File: src/hdl/strap_mux_pkg.sv
// Package with the pin-mux types, modes and constants of the strap block.
package strap_mux_pkg;

  // ---------------------------------------------------------------------------
  // Register map and layout
  // ---------------------------------------------------------------------------
  localparam logic [11:0] CTRL_OFFSET = 12'h000;
  localparam logic [11:0] STAT_OFFSET = 12'h004;
  localparam logic [11:0] ADDR_OFFSET = 12'h008;
  localparam int CTRL_MODE_BIT = 0;
  localparam int CTRL_TEST_BIT = 1;
  localparam int CTRL_HIZ_BIT = 2;
  localparam logic [2:0] CTRL_RESET = 3'h0;
  localparam logic [31:0] DATA_ZERO = 32'h0000_0000;
  localparam int ADDR_BITS = 5;

  // ---------------------------------------------------------------------------
  // Pin function selection
  // ---------------------------------------------------------------------------
  typedef enum logic [1:0] {
    FUNC_REPEATER = 2'b00,
    FUNC_ADAPTER = 2'b01,
    FUNC_TEST = 2'b10
  } pin_func_t;

  // Raw strap pin levels after synchronisation.
  typedef struct packed {
    logic [4:0] addr;
    logic autoneg_off;
    logic scr_bypass;
  } strap_pins_t;

  // Decoded functions that the rest of the device uses.
  typedef struct packed {
    logic [4:0] dev_addr;
    logic autoneg_disable;
    logic scr_bypass;
    logic combo_mode;
    logic slave_link_up;
    logic slave_hiz;
    logic test_exec;
    logic test_clk;
    logic test_data;
  } strap_func_t;

endpackage

File: src/hdl/phy_strap_pin_mux.sv
// Pin-function multiplexer for the address, test and combo-mode strap pins.
//
// Overview of operation
// - Repeater: address bits 0-3 from straps.
// - Repeater: fifth address bit from extra strap.
// - Adapter: drive slave tri-state with combo enable.
// - Slave link input active low in combo.
// - Test: strap bit 1 is test execute.
// - Test: strap bit 0 is test clock.
// - Repeater: autoneg disabled when strap high.
// - Adapter: combo enable selects combo mode.
// - Combo mode repurposes link and tri-state pins.
// - Bypass strap skips scrambler and descrambler.
//
// Things a user of this block should know:
// Mode and test enable come from the control register, never from pins, so
// a strap may be decoded under the old mode for a cycle while software
// changes modes.
// Every strap pin passes two synchroniser stages and then the output stage,
// so a pin change shows at the outputs on the third clock edge after it.
// The test clock pin is sampled here, not used as a clock, which limits it
// to rates well below the device clock.
// The shared fourth address pin is driven only in adapter mode with combo
// mode on, so a repeater board keeps its address strap undisturbed.
// The device address is held while the pins serve test or adapter uses, so
// the rest of the device keeps answering at its last address.
// A control write lands at the edge that raises ready, one edge before the
// bus sees the transfer end; nothing reads the control word in between.
// An unmapped offset reads as zero, drops any write and answers with an
// error response.
`timescale 1ns/1ps
module phy_strap_pin_mux
  import strap_mux_pkg::*;
(
  input wire logic i_clk,
  input wire logic i_rstn,
  input wire logic i_psel,
  input wire logic i_penable,
  input wire logic i_pwrite,
  input wire logic [11:0] i_paddr,
  input wire logic [31:0] i_pwdata,
  output logic [31:0] o_prdata,
  output logic o_pready,
  output logic o_pslverr,
  input wire logic i_addr_strap_bit0,
  input wire logic i_addr_strap_bit1,
  input wire logic i_addr_strap_bit2,
  input wire logic i_addr_strap_bit4,
  input wire logic i_addr_strap_bit3,
  output logic o_addr_strap_bit3,
  output logic o_addr_strap_bit3_oe,
  input wire logic i_autoneg_off_strap,
  input wire logic i_scrambler_bypass_strap,
  output logic [4:0] o_dev_addr,
  output logic o_autoneg_disable,
  output logic o_scrambler_bypass,
  output logic o_combo_mode,
  output logic o_slave_link_up,
  output logic o_test_exec_cmd,
  output logic o_test_clk,
  output logic o_test_data
);

  // ---------------------------------------------------------------------------
  // Pin synchronisation
  // ---------------------------------------------------------------------------
  // Wiring between the synchroniser, the register slave and the decode.
  strap_pins_t pins_async;
  strap_pins_t pins;
  logic [2:0] ctrl;
  logic [31:0] status_word;
  logic [31:0] addr_word;

  // All strap pins are asynchronous, so each one is synchronised first.
  // The bundle is synchronised bit by bit; bits that change together may
  // land one cycle apart, which is harmless for slow board straps but means
  // a moving address is only trustworthy once it has been still for a while.
  assign pins_async = '{
    addr: {i_addr_strap_bit4, i_addr_strap_bit3, i_addr_strap_bit2,
           i_addr_strap_bit1, i_addr_strap_bit0},
    autoneg_off: i_autoneg_off_strap,
    scr_bypass: i_scrambler_bypass_strap
  };

  // The synchroniser width follows the bundle, so a new strap needs no edit here.
  pin_sync #(
    .WIDTH($bits(strap_pins_t))
  ) u_sync (
    .i_clk(i_clk),
    .i_rstn(i_rstn),
    .i_async(pins_async),
    .o_sync(pins)
  );

  // ---------------------------------------------------------------------------
  // Register slave
  // ---------------------------------------------------------------------------
  // The register slave owns the control word; this module only reads it and
  // hands back the decoded status for software to inspect.
  apb_regs u_regs (
    .i_clk(i_clk),
    .i_rstn(i_rstn),
    .i_psel(i_psel),
    .i_penable(i_penable),
    .i_pwrite(i_pwrite),
    .i_paddr(i_paddr),
    .i_pwdata(i_pwdata),
    .i_status(status_word),
    .i_addr_view(addr_word),
    .o_prdata(o_prdata),
    .o_pready(o_pready),
    .o_pslverr(o_pslverr),
    .o_ctrl(ctrl)
  );

  // ---------------------------------------------------------------------------
  // Function decode
  // ---------------------------------------------------------------------------
  // The pad enable rides in the same state as the functions, so both change on one edge.
  typedef struct packed {
    strap_func_t func;
    logic hiz_oe;
  } mux_state_t;

  // One struct of state and its next value; sel is the decoded pin function.
  mux_state_t state_reg;
  mux_state_t state_next;
  pin_func_t sel;

  // Test enable overrides the mode bit, so a board in test never enters combo mode.
  // The priority is fixed here in one place so that every output below agrees
  // on which function the pins carry in a given cycle.
  always_comb begin
    if (ctrl[CTRL_TEST_BIT]) begin
      sel = FUNC_TEST;
    end else if (ctrl[CTRL_MODE_BIT]) begin
      sel = FUNC_ADAPTER;
    end else begin
      sel = FUNC_REPEATER;
    end
  end

  // Each output is rebuilt every cycle from the selected pin function.
  // Starting from zero keeps every function that is not selected at its idle
  // level, so a stale test clock or combo flag cannot linger after a mode
  // change. Only the device address is held, because the rest of the device
  // keeps answering at its last address while the pins are lent elsewhere.
  always_comb begin
    state_next = '0;
    state_next.func.scr_bypass = pins.scr_bypass;
    state_next.func.dev_addr = state_reg.func.dev_addr;
    case (sel)
      FUNC_REPEATER: begin
        // Every address bit and the autoneg strap keep their plain meaning.
        state_next.func.dev_addr[3:0] = pins.addr[3:0];
        state_next.func.dev_addr[4] = pins.addr[4];
        state_next.func.autoneg_disable = pins.autoneg_off;
      end
      FUNC_ADAPTER: begin
        // The autoneg strap becomes the combo enable; link and pad follow it.
        state_next.func.combo_mode = pins.autoneg_off;
        if (pins.autoneg_off) begin
          state_next.func.slave_link_up = !pins.addr[2];
          state_next.func.slave_hiz = ctrl[CTRL_HIZ_BIT];
          state_next.hiz_oe = 1'b1;
        end
      end
      FUNC_TEST: begin
        // Bits 0, 1 and 4 carry the test clock, execute command and test data.
        state_next.func.test_exec = pins.addr[1];
        state_next.func.test_clk = pins.addr[0];
        state_next.func.test_data = pins.addr[4] & pins.addr[1];
      end
      default: begin
        // Unused code: hold the address and leave every function idle.
        state_next.func.dev_addr = state_reg.func.dev_addr;
      end
    endcase
  end

  // Outputs are registered so the pin mux never glitches onto the device.
  // The cost is one more cycle of latency, which straps never notice.
  always_ff @(posedge i_clk or negedge i_rstn) begin
    if (!i_rstn) begin
      state_reg <= '0;
    end else begin
      state_reg <= state_next;
    end
  end

  // ---------------------------------------------------------------------------
  // Status and outputs
  // ---------------------------------------------------------------------------
  // Status word for software: one bit per decoded function, with the pad
  // enable on top so a driver can tell whether the shared pin is driven.
  assign status_word = {23'h00_0000, state_reg.hiz_oe, state_reg.func.test_data,
                        state_reg.func.test_clk, state_reg.func.test_exec,
                        state_reg.func.slave_hiz, state_reg.func.slave_link_up,
                        state_reg.func.combo_mode, state_reg.func.scr_bypass,
                        state_reg.func.autoneg_disable};
  // Address view: the five-bit device address, zero extended.
  assign addr_word = {27'h000_0000, state_reg.func.dev_addr};
  // Every output comes straight from the registered state.
  assign o_dev_addr = state_reg.func.dev_addr;
  assign o_autoneg_disable = state_reg.func.autoneg_disable;
  assign o_scrambler_bypass = state_reg.func.scr_bypass;
  assign o_combo_mode = state_reg.func.combo_mode;
  assign o_slave_link_up = state_reg.func.slave_link_up;
  // The shared fourth address pin: value and enable leave the same register.
  assign o_addr_strap_bit3 = state_reg.func.slave_hiz;
  assign o_addr_strap_bit3_oe = state_reg.hiz_oe;
  // Test functions, all idle low outside test mode.
  assign o_test_exec_cmd = state_reg.func.test_exec;
  assign o_test_clk = state_reg.func.test_clk;
  assign o_test_data = state_reg.func.test_data;
endmodule

File: src/hdl/pin_sync.sv
// Two flip-flop synchroniser for a group of asynchronous pins.
`timescale 1ns/1ps
module pin_sync #(
  parameter int WIDTH = 8
) (
  input wire logic i_clk,
  input wire logic i_rstn,
  input wire logic [WIDTH-1:0] i_async,
  output logic [WIDTH-1:0] o_sync
);

  // ---------------------------------------------------------------------------
  // State
  // ---------------------------------------------------------------------------
  typedef struct packed {
    logic [WIDTH-1:0] meta;
    logic [WIDTH-1:0] sync;
  } sync_state_t;

  sync_state_t state_reg;
  sync_state_t state_next;

  // The first stage feeds only the second; nothing else looks at it.
  always_comb begin
    state_next = state_reg;
    state_next.meta = i_async;
    state_next.sync = state_reg.meta;
  end

  // Both stages clear on reset to a constant.
  always_ff @(posedge i_clk or negedge i_rstn) begin
    if (!i_rstn) begin
      state_reg <= '0;
    end else begin
      state_reg <= state_next;
    end
  end

  assign o_sync = state_reg.sync;

endmodule

File: src/hdl/apb_regs.sv
// APB slave holding the control word and showing decoded strap status.
`timescale 1ns/1ps
module apb_regs
  import strap_mux_pkg::*;
(
  input wire logic i_clk,
  input wire logic i_rstn,
  input wire logic i_psel,
  input wire logic i_penable,
  input wire logic i_pwrite,
  input wire logic [11:0] i_paddr,
  input wire logic [31:0] i_pwdata,
  input wire logic [31:0] i_status,
  input wire logic [31:0] i_addr_view,
  output logic [31:0] o_prdata,
  output logic o_pready,
  output logic o_pslverr,
  output logic [2:0] o_ctrl
);

  // ---------------------------------------------------------------------------
  // State
  // ---------------------------------------------------------------------------
  typedef struct packed {
    logic [2:0] ctrl;
    logic [31:0] rdata;
    logic ready;
    logic err;
  } apb_state_t;

  apb_state_t state_reg;
  apb_state_t state_next;
  logic hit;

  // One wait state: ready rises at the edge ending the first access cycle and ends the transfer in the second.
  always_comb begin
    state_next = state_reg;
    state_next.ready = 1'b0;
    state_next.err = 1'b0;
    hit = 1'b1;
    if (i_psel && i_penable && !state_reg.ready) begin
      state_next.ready = 1'b1;
      state_next.rdata = DATA_ZERO;
      if (i_paddr == CTRL_OFFSET) begin
        if (i_pwrite) begin
          state_next.ctrl = i_pwdata[2:0];
        end
        state_next.rdata = {29'h0000_0000, state_reg.ctrl};
      end else if (i_paddr == STAT_OFFSET) begin
        state_next.rdata = i_status;
      end else if (i_paddr == ADDR_OFFSET) begin
        state_next.rdata = i_addr_view;
      end else begin
        hit = 1'b0;
      end
      state_next.err = !hit;
    end
  end

  // Control word resets to repeater mode with test off.
  always_ff @(posedge i_clk or negedge i_rstn) begin
    if (!i_rstn) begin
      state_reg <= '{ctrl: CTRL_RESET, rdata: DATA_ZERO, ready: 1'b0, err: 1'b0};
    end else begin
      state_reg <= state_next;
    end
  end

  assign o_prdata = state_reg.rdata;
  assign o_pready = state_reg.ready;
  assign o_pslverr = state_reg.err;
  assign o_ctrl = state_reg.ctrl;

endmodule

File: config.mk
export PLATFORM = sky130hd
export DESIGN_NAME = phy_strap_pin_mux
export DESIGN_NICKNAME = d
export VERILOG_FILES = /design/src/hdl/strap_mux_pkg.sv /design/src/hdl/phy_strap_pin_mux.sv /design/src/hdl/pin_sync.sv /design/src/hdl/apb_regs.sv
export SDC_FILE = /design/constraint.sdc
export NUM_CORES = 1
export LEC_CHECK = 0
export BUFFER_PORTS_ARGS = -buffer_cell sky130_fd_sc_hd__clkbuf_2
export CORE_MARGIN = 4
export CORE_UTILIZATION = 42
export DETAILED_ROUTE_END_ITERATION = 8
export GPL_TIMING_DRIVEN = 0
export HOLD_SLACK_MARGIN = 0.03
export PLACE_DENSITY = 0.79
export SLEW_MARGIN = 20
export SYNTH_ARGS = -nofsm -noshare
export SYNTH_HDL_FRONTEND = slang
export SYNTH_SLANG_ARGS = --single-unit
File: constraint.sdc
create_clock -name i_clk -period 1.92 [get_ports i_clk]
set_clock_uncertainty 0.05 [all_clocks]
set_input_delay 0.384 -clock i_clk [delete_from_list [all_inputs] [get_ports i_clk]]
set_output_delay 0.384 -clock i_clk [all_outputs]
set_load 0.02 [all_outputs]
# --- Word-level counts from Yosys, hierarchy flattened ---
# Cells that the tools add are included.
classes:
  muxes: 16
  n_eq_ne: 4
  bitwise: 1
  n_reduce_logical: 8
ops:
  columns: ["operator", "count"]
  rows:
  - ["$mux 32", 2]
  - ["$eq 12x3->1 const B", 1]
  - ["$eq 12x4->1 const B", 1]
  - ["$logic_not 12->1", 1]
  - ["$mux 1", 8]
  - ["$mux 2", 3]
  - ["$mux 3", 2]
  - ["$mux 5", 1]
  - ["$logic_not 1->1", 3]
  - ["$reduce_and 3->1", 1]
  - ["$eq 2x1->1 const B", 1]
  - ["$eq 2x2->1 const B", 1]
  - ["$logic_and 1x1->1", 2]
  - ["$logic_not 2->1", 1]
  - ["$and 1x1->1", 1]
word_totals:
  word_cells: 45
  output_inout_bits: 48
  reg_bits: 65
  inputBits: 56

# --- Depth between registers and ports, before layout ---
# Gate-level depths: netlist (run 1).
depth:
  word_depth: 7
  depth_mapped: 5
  ltp_nobuf: 4

# --- Modules after synthesis ---
# Synthesis (run 1) repeated with hierarchy kept, for this count alone.
unflattened:
  cells_unflattened: 213
  hier_area_um2: 2521.2
by_module_without_submodules:
  columns: ["mod", "n_inst", "cells_per_inst", "area_each_um2", "seq_area_each_um2"]
  rows:
  - ["apb_regs", 1, 170, 1697.9, 925.9]
  - ["phy_strap_pin_mux", 1, 29, 473.0, 325.3]
  - ["pin_sync", 1, 14, 350.3, 350.3]

# --- Worst setup path after synthesis (run 1) ---
# Ideal clock, no wire load.
synth_timing:
  path_kind: "input port to flip-flop"
  start: "in i_paddr[7]"
  end: "reg u_regs.state_reg, in the netlist u_regs.o_ctrl[0]"
  required_ps: 1742
  setup_ps: 128
  setup_slack_ps: 341
  t_arrival_ps: 1402
  cell_stages: 4
  path_buffers: 0
  cell_sequence: "nor4_2 -> nand3_2 -> nor3_4 -> mux2_1"
synth_via:
  elab_chain_cells: 2
synth_rtl:
  columns: ["element", "line", "text"]
  rows:
  - ["from (decl)", "phy_strap_pin_mux.sv:40", "input wire logic [11:0] i_paddr,"]
  - ["$logic_not 12->1", "apb_regs.sv:44", "if (i_paddr == CTRL_OFFSET) begin"]
  - ["$reduce_and 3->1 (no line)", null, null]
  - ["to (signal assigned)", "apb_regs.sv:63", "state_reg <= '{ctrl: CTRL_RESET, rdata: DATA_ZERO, ready: 1'b0, err: 1'b0};"]
  - ["to (signal assigned)", "apb_regs.sv:65", "state_reg <= state_next;"]
  - ["to (decl)", "apb_regs.sv:31", "apb_state_t state_reg;"]
# Every way passes these cells.
# A chain may end at the register's enable or synchronous reset.

# --- Worst setup path in the final report (run 1) ---
layout_timing:
  start: "reg u_regs.state_reg, in the netlist u_regs.o_pready"
  end: "reg u_regs.state_reg, in the netlist u_regs.o_ctrl[1]"
layout_via:
  elab_chain_cells: 3
layout_rtl:
  columns: ["element", "line", "text"]
  rows:
  - ["$logic_not 1->1", "apb_regs.sv:41", "if (i_psel && i_penable && !state_reg.ready) begin"]
  - ["$logic_and 1x1->1", "apb_regs.sv:41", null]
  - ["$reduce_and 3->1 (no line)", null, null]
# Every way passes these cells.

==> impl_metrics.csv, run 1 <==
group,metric,value,unit
sta,slew_headroom,0.429,
global_route,grt_pass1_wl,5310,µm
sta,fmax,610,MHz
placed_design,io_buffers,49,
routing,initialDrtViolationCount,34,
synth,yosys_register_bits,41,
routing,dr.pass1.iters,4,
routing,drc,0,
floorplan,dieArea,4940,µm²
sta,tightest_slew,0.856,ns
clocking,clk-insertion-delay-late,0.29,ns
setup_path,cp.required,2.04,ns
finish,fillCellCount,343,
setup_path,worstSetupPathType,"reg -> reg",
global_route,grt_overflow,0,
sta,fin_crit_sh,0.854,
floorplan,io_pins,104,
clocking,clk_pin_slew,0.07,ns
setup_path,critPathSlowestCell,"nor3_4",
finish,area_delta_synth_final,28.7,%
sta,finalSetupViolations,0,
clocking,clock-root-buffer,"clkbuf_8",
global_route,grtUsageTotal,0.140,
clocking,cts_resized,0,
setup_path,cp_max_fo,8,
placed_design,place_ws,0.0728,ns
finish,antenna_cells,0,
floorplan,initial_core_util,0.438,
sta,whs,0.145,ns
clocking,cts_tree,"done",
setup_path,crit_path_end_kind,"register",
synth,syn_area_per_cell,12.4,µm²
floorplan,die-height,70.3,µm
global_route,first_global_vias,1143,
clocking,postCtsSetupBuffers,0,
synth,syn_inst,131,
routing,wire_per_inst,12.0,µm
synth,yosys_warnings,0,
routing,ant_nets,0,
clocking,clk_path_buf_depth,2,
routing,vias,1118,
setup_path,crit_path_max_incr_delay,0.38,ns
placed_design,gp_congestion,0.702,
run,cap_violations,0,
clocking,holdBufCountCts,0,
pwr,ir_drop,0.000546,V
sta,finalHoldViolations,0,
floorplan,rows,22,
floorplan,core,3720,µm²
pwr,p_per_area,762,nW/µm²
global_route,grt_max_degree,42,
synth,yosysSeqAreaShare,0.630,
synth,synth.cell_area,1630,µm²
synth,synth_cell_types,25,
setup_path,arrival,1.76,ns
setup_path,startpoint,"u_regs.o_pready",
clocking,htreeDepth,2,
pwr,cellLeakagePower,1.15,nW
sta,fin_setup_tns,0,ns
clocking,numCtsBuffers,5,
setup_path,crit_chain,"nand3b_1 -> nor3_4 -> mux2_1",
setup_path,r2r_start,"u_regs.o_pready",
routing,avgViaCountPerCell,4.33,
clocking,cts_sinks,41,
sta,rsz0062_at_grt,"no",
setup_path,setup.worst_path.start_class,"register",
routing,wl,3090,µm
finish,final_cell_mix,"clkbuf_2, dfrtp_1, buf_4",
placed_design,dp_hpwl,2500,µm
sta,slew_viol_final,0,
finish,layout_commonest_cell,"clkbuf_2",
finish,drive_gt1_frac,0.410,
floorplan,die_x,70.3,µm
sta,setup_slack,0.281,ns
worst_hold_path,hold_path.class,"in -> async",
finish,final_nets,265,
outcome,status,"complete, no violations",
sta,finalCriticalPeriod,1.64,ns
global_route,antenna_found_initial,0,
pwr,power,1.60,mW
## registers in the layout (all words and copies together), names as in the netlist, 3 cells and up
signal / count
o_dev_addr: 5
u_sync.o_sync: 7
u_sync.state_next: 7
u_regs.o_ctrl: 3
u_regs.o_prdata: 9
## where the power goes
part,leakage [nW],switching [mW],internal (mW),total [mW]
clock,0.0395,0.265,0.258,0.523
combinational,0.584,0.109,0.0672,0.176
sequential,0.523,0.0106,0.888,0.899
total,1.15,0.384,1.21,1.60
## through the flow
step,area (µm²),util,cells
CTS,2100,0.564,258
finish,2100,0.564,258
global placement,2020,0.543,250
floorplan,1710,-,153
detailed placement,2020,0.543,250
global route,2100,0.564,258
## worst paths after layout
check	endpoint	slack, ns	cells after the start
worst max-delay path	u_regs.o_ctrl[1]	0.28	3
worst max register to register	u_regs.o_ctrl[1]	0.28	3
min in group i_clk	u_sync.state_next[1]	0.15	1
max in group asynchronous	u_sync.o_sync[3]	1.13	1
worst min-delay path	o_slave_link_up	0.15	1
worst min register to register	u_sync.o_sync[0]	0.30	0
## layout make-up
cell class	count	area [µm²]	share of cell area
Sequential cell	41	1030	0.489
Multi-Input combinational cell	81	479	0.229
Timing Repair Buffer	49	245	0.117
Buffer	27	191	0.0913
Clock buffer	8	80.1	0.0382
Tap cell	48	60.1	0.0286
Inverter	4	15.0	0.00716
## synthesized netlist by cell type
cell | count | area, µm²
inv_1 | 4 | 15.0
a21oi_1 | 2 | 10.0
o21ai_0 | 8 | 40.0
or2_0 | 1 | 6.26
buf_4 | 24 | 180
nand2_1 | 9 | 33.8
mux2_2 | 3 | 33.8
a22oi_1 | 2 | 15.0
and2_1 | 4 | 25.0
clkbuf_1 | 3 | 11.3
nor4_2 | 3 | 37.5
nor2_1 | 7 | 26.3
o31ai_1 | 1 | 7.51
conb_1 | 1 | 3.75
and3_1 | 1 | 6.26
mux2i_1 | 1 | 10.0
nor2b_1 | 1 | 6.26
mux2_1 | 3 | 33.8
nor3_4 | 1 | 16.3
dfrtp_1 | 41 | 1030
nand3_2 | 1 | 10.0
nor3_1 | 3 | 15.0
a22o_1 | 4 | 35.0
o41ai_1 | 2 | 17.5
nand3b_1 | 1 | 7.51
## routing by layer
layer / vias to the layer above / wire length, µm / GRT usage
li1: 549 / - / -
met1: 502 / 1120 / 0.159
met2: 63 / 1420 / 0.215
met3: 4 / 496 / 0.0863
met4: 0 / 44 / 0.0511
met5: - / 0 / 0
## kinds of logic (layout without fill, tap and decap cells)
group / after synthesis / in the layout / share of synthesized area
buf+inv: 31 / 88 / 0.127
simple gates: 32 / 32 / 0.117
compound gates: 19 / 19 / 0.0768
mux: 7 / 7 / 0.0476
flops: 41 / 41 / 0.630
other cells: 1 / 23 / 0.00230
## critical path, delay by kind of cell (launching register included)
family	cells	cell delay (ns)
simple gates	2	0.75
flops	1	0.37
mux	1	0.35
Power figures use the tool's default switching activity.
==> run 2: changes to the inputs <==
--- a/config.mk
+++ b/config.mk
@@ -12,6 +12,7 @@
 export GPL_TIMING_DRIVEN = 0
 export HOLD_SLACK_MARGIN = 0.03
 export PLACE_DENSITY = 0.79
+export RECOVER_POWER = 50
 export SLEW_MARGIN = 20
 export SYNTH_ARGS = -nofsm -noshare
 export SYNTH_HDL_FRONTEND = slang
==> run 2 against run 1 <==
Net effect: critical path depth is the same; via count is essentially flat; count of clock-buffer cells in the layout is the same; non-clock buffer count is the same; final area is the same; cell count is the same; maximum frequency is essentially flat; critical endpoint unchanged; largest cell class unchanged.
==> impl_metrics.csv, run 2 (synthesized netlist as in run 1, its figures left out) <==
group,metric,value,unit
finish,fin_cells,258,
pwr,cellLeakagePower,1.14,nW
sta,rsz0062_at_grt,"no",
finish,final_nets,265,
global_route,grtUsageTotal,0.140,
routing,ant_nets,0,
placed_design,place_ws,0.0728,ns
floorplan,dieArea,4940,µm²
finish,fillCellCount,343,
placed_design,io_buffers,49,
finish,final_cell_mix,"clkbuf_2, dfrtp_1, buf_4",
sta,fin_setup_tns,0,ns
outcome,status,"complete, no violations",
finish,area_delta_synth_final,28.7,%
sta,whs,0.145,ns
clocking,htreeDepth,2,
pwr,power,1.60,mW
setup_path,crit_path_end_kind,"register",
routing,wire_per_inst,12.0,µm
clocking,clk-insertion-delay-late,0.29,ns
clocking,numCtsBuffers,5,
finish,post-route-util,0.564,
sta,slew_headroom,0.359,
sta,finalCriticalPeriod,1.64,ns
setup_path,setup.worst_path.start_class,"register",
setup_path,arrival,1.76,ns
setup_path,cpLargestDelayFamily,"simple AND/OR/NAND/NOR gates",
floorplan,rows,22,
routing,dr.pass1.iters,4,
routing,drc,0,
clocking,clock-root-buffer,"clkbuf_8",
sta,tightest_slew,0.962,ns
setup_path,crit_chain,"nand3b_1 -> nor3_4 -> mux2_1",
setup_path,worstSetupPathType,"reg -> reg",
setup_path,cp_max_fo,8,
clocking,cts_sinks,41,
pwr,sequentialPowerShare,0.563,
global_route,grt_pass1_wl,5310,µm
global_route,first_global_vias,1143,
routing,wl,3090,µm
sta,slew_viol_final,0,
sta,finalSetupViolations,0,
finish,stdcell_area,2100,µm²
clocking,clk_path_buf_depth,2,
setup_path,crit_buf_inv,0,
placed_design,placed_cells,250,
routing,initialDrtViolationCount,33,
pwr,ir_drop,0.000546,V
placed_design,gp_congestion,0.702,
clocking,clk_pin_slew,0.07,ns
clocking,postCtsSetupBuffers,0,
sta,fmax,610,MHz
pwr,switching_power,0.384,mW
sta,finalHoldViolations,0,
placed_design,dp_hpwl,2500,µm
pwr,power_frac_comb,0.110,
pwr,clockPowerShare,0.327,
floorplan,die_x,70.3,µm
pwr,p_per_area,762,nW/µm²
global_route,antenna_found_initial,0,
global_route,grt_max_degree,42,
pwr,intPower,1.21,mW
setup_path,crit_path_max_incr_delay,0.38,ns
setup_path,critPathSlowestCell,"nor3_4",
clocking,holdBufCountCts,0,
run,cap_violations,0,
global_route,grt_overflow,0,
finish,seqCellArea,1030,µm²
pwr,swShare,0.241,
floorplan,io_pins,104,
setup_path,cp.required,2.04,ns
sta,setup_slack,0.280,ns
floorplan,core,3720,µm²
worst_hold_path,hold_path.class,"in -> reg",
finish,multi_input_area,479,µm²
finish,layout_commonest_cell,"clkbuf_2",
floorplan,die-height,70.3,µm
clocking,cts_resized,0,
routing,avgViaCountPerCell,4.33,
finish,drive_gt1_frac,0.410,
clocking,cts_tree,"done",
finish,antenna_cells,0,
routing,vias,1117,
placed_design,placed_area,2020,µm²
sta,fin_crit_sh,0.854,
finish,largest_register_ffs,9,
floorplan,initial_core_util,0.438,
==> run 2: worst paths after layout <==
kind                                       from                   end  slack, ns  cells past startpoint
setup / recovery                u_regs.o_pready      u_regs.o_ctrl[1]       0.28                      3
hold / removal              i_autoneg_off_strap  u_sync.state_next[1]       0.15                      1
setup reg to reg                u_regs.o_pready      u_regs.o_ctrl[1]       0.28                      3
hold reg to reg            u_sync.state_next[0]      u_sync.o_sync[0]       0.30                      0
max in group asynchronous                i_rstn      u_sync.o_sync[3]       1.04                      1
min in group asynchronous                i_rstn       o_slave_link_up       0.18                      1
==> run 2: worst reg2reg max path, delay by kind of cell (launching register included) <==
kind | cells | cell delay (ns)
AND/OR/NAND/NOR | 2 | 0.75
flip-flops | 1 | 0.37
multiplexers | 1 | 0.35
==> run 2: power by group through the flow <==
stage | Clock [mW] | Combinational, mW | Sequential, mW
CTS | 0.544 | 0.176 | 0.899
floorplan | 0 | 0.104 | 0.926
finish | 0.522 | 0.176 | 0.899
global placement | 0 | 0.174 | 0.915
global route | 0.591 | 0.196 | 0.902
detailed placement | 0 | 0.176 | 0.916
==> run 2: routing by layer <==
layer | vias up | routed length (µm) | GRT usage
li1 | 549 | - | -
met1 | 501 | 1130 | 0.159
met2 | 63 | 1420 | 0.215
met3 | 4 | 496 | 0.0863
met4 | 0 | 44 | 0.0511
met5 | - | 0 | 0
==> run 2: cell type report <==
| cell class | count | area share |
|---|---|---|
| multi-input cells | 81 | 0.229 |
| plain buffers | 27 | 0.0913 |
| repair buffers | 49 | 0.117 |
| well taps | 48 | 0.0286 |
| inverters | 4 | 0.00716 |
| clock buffers | 8 | 0.0382 |
| flip-flops and latches | 41 | 0.489 |
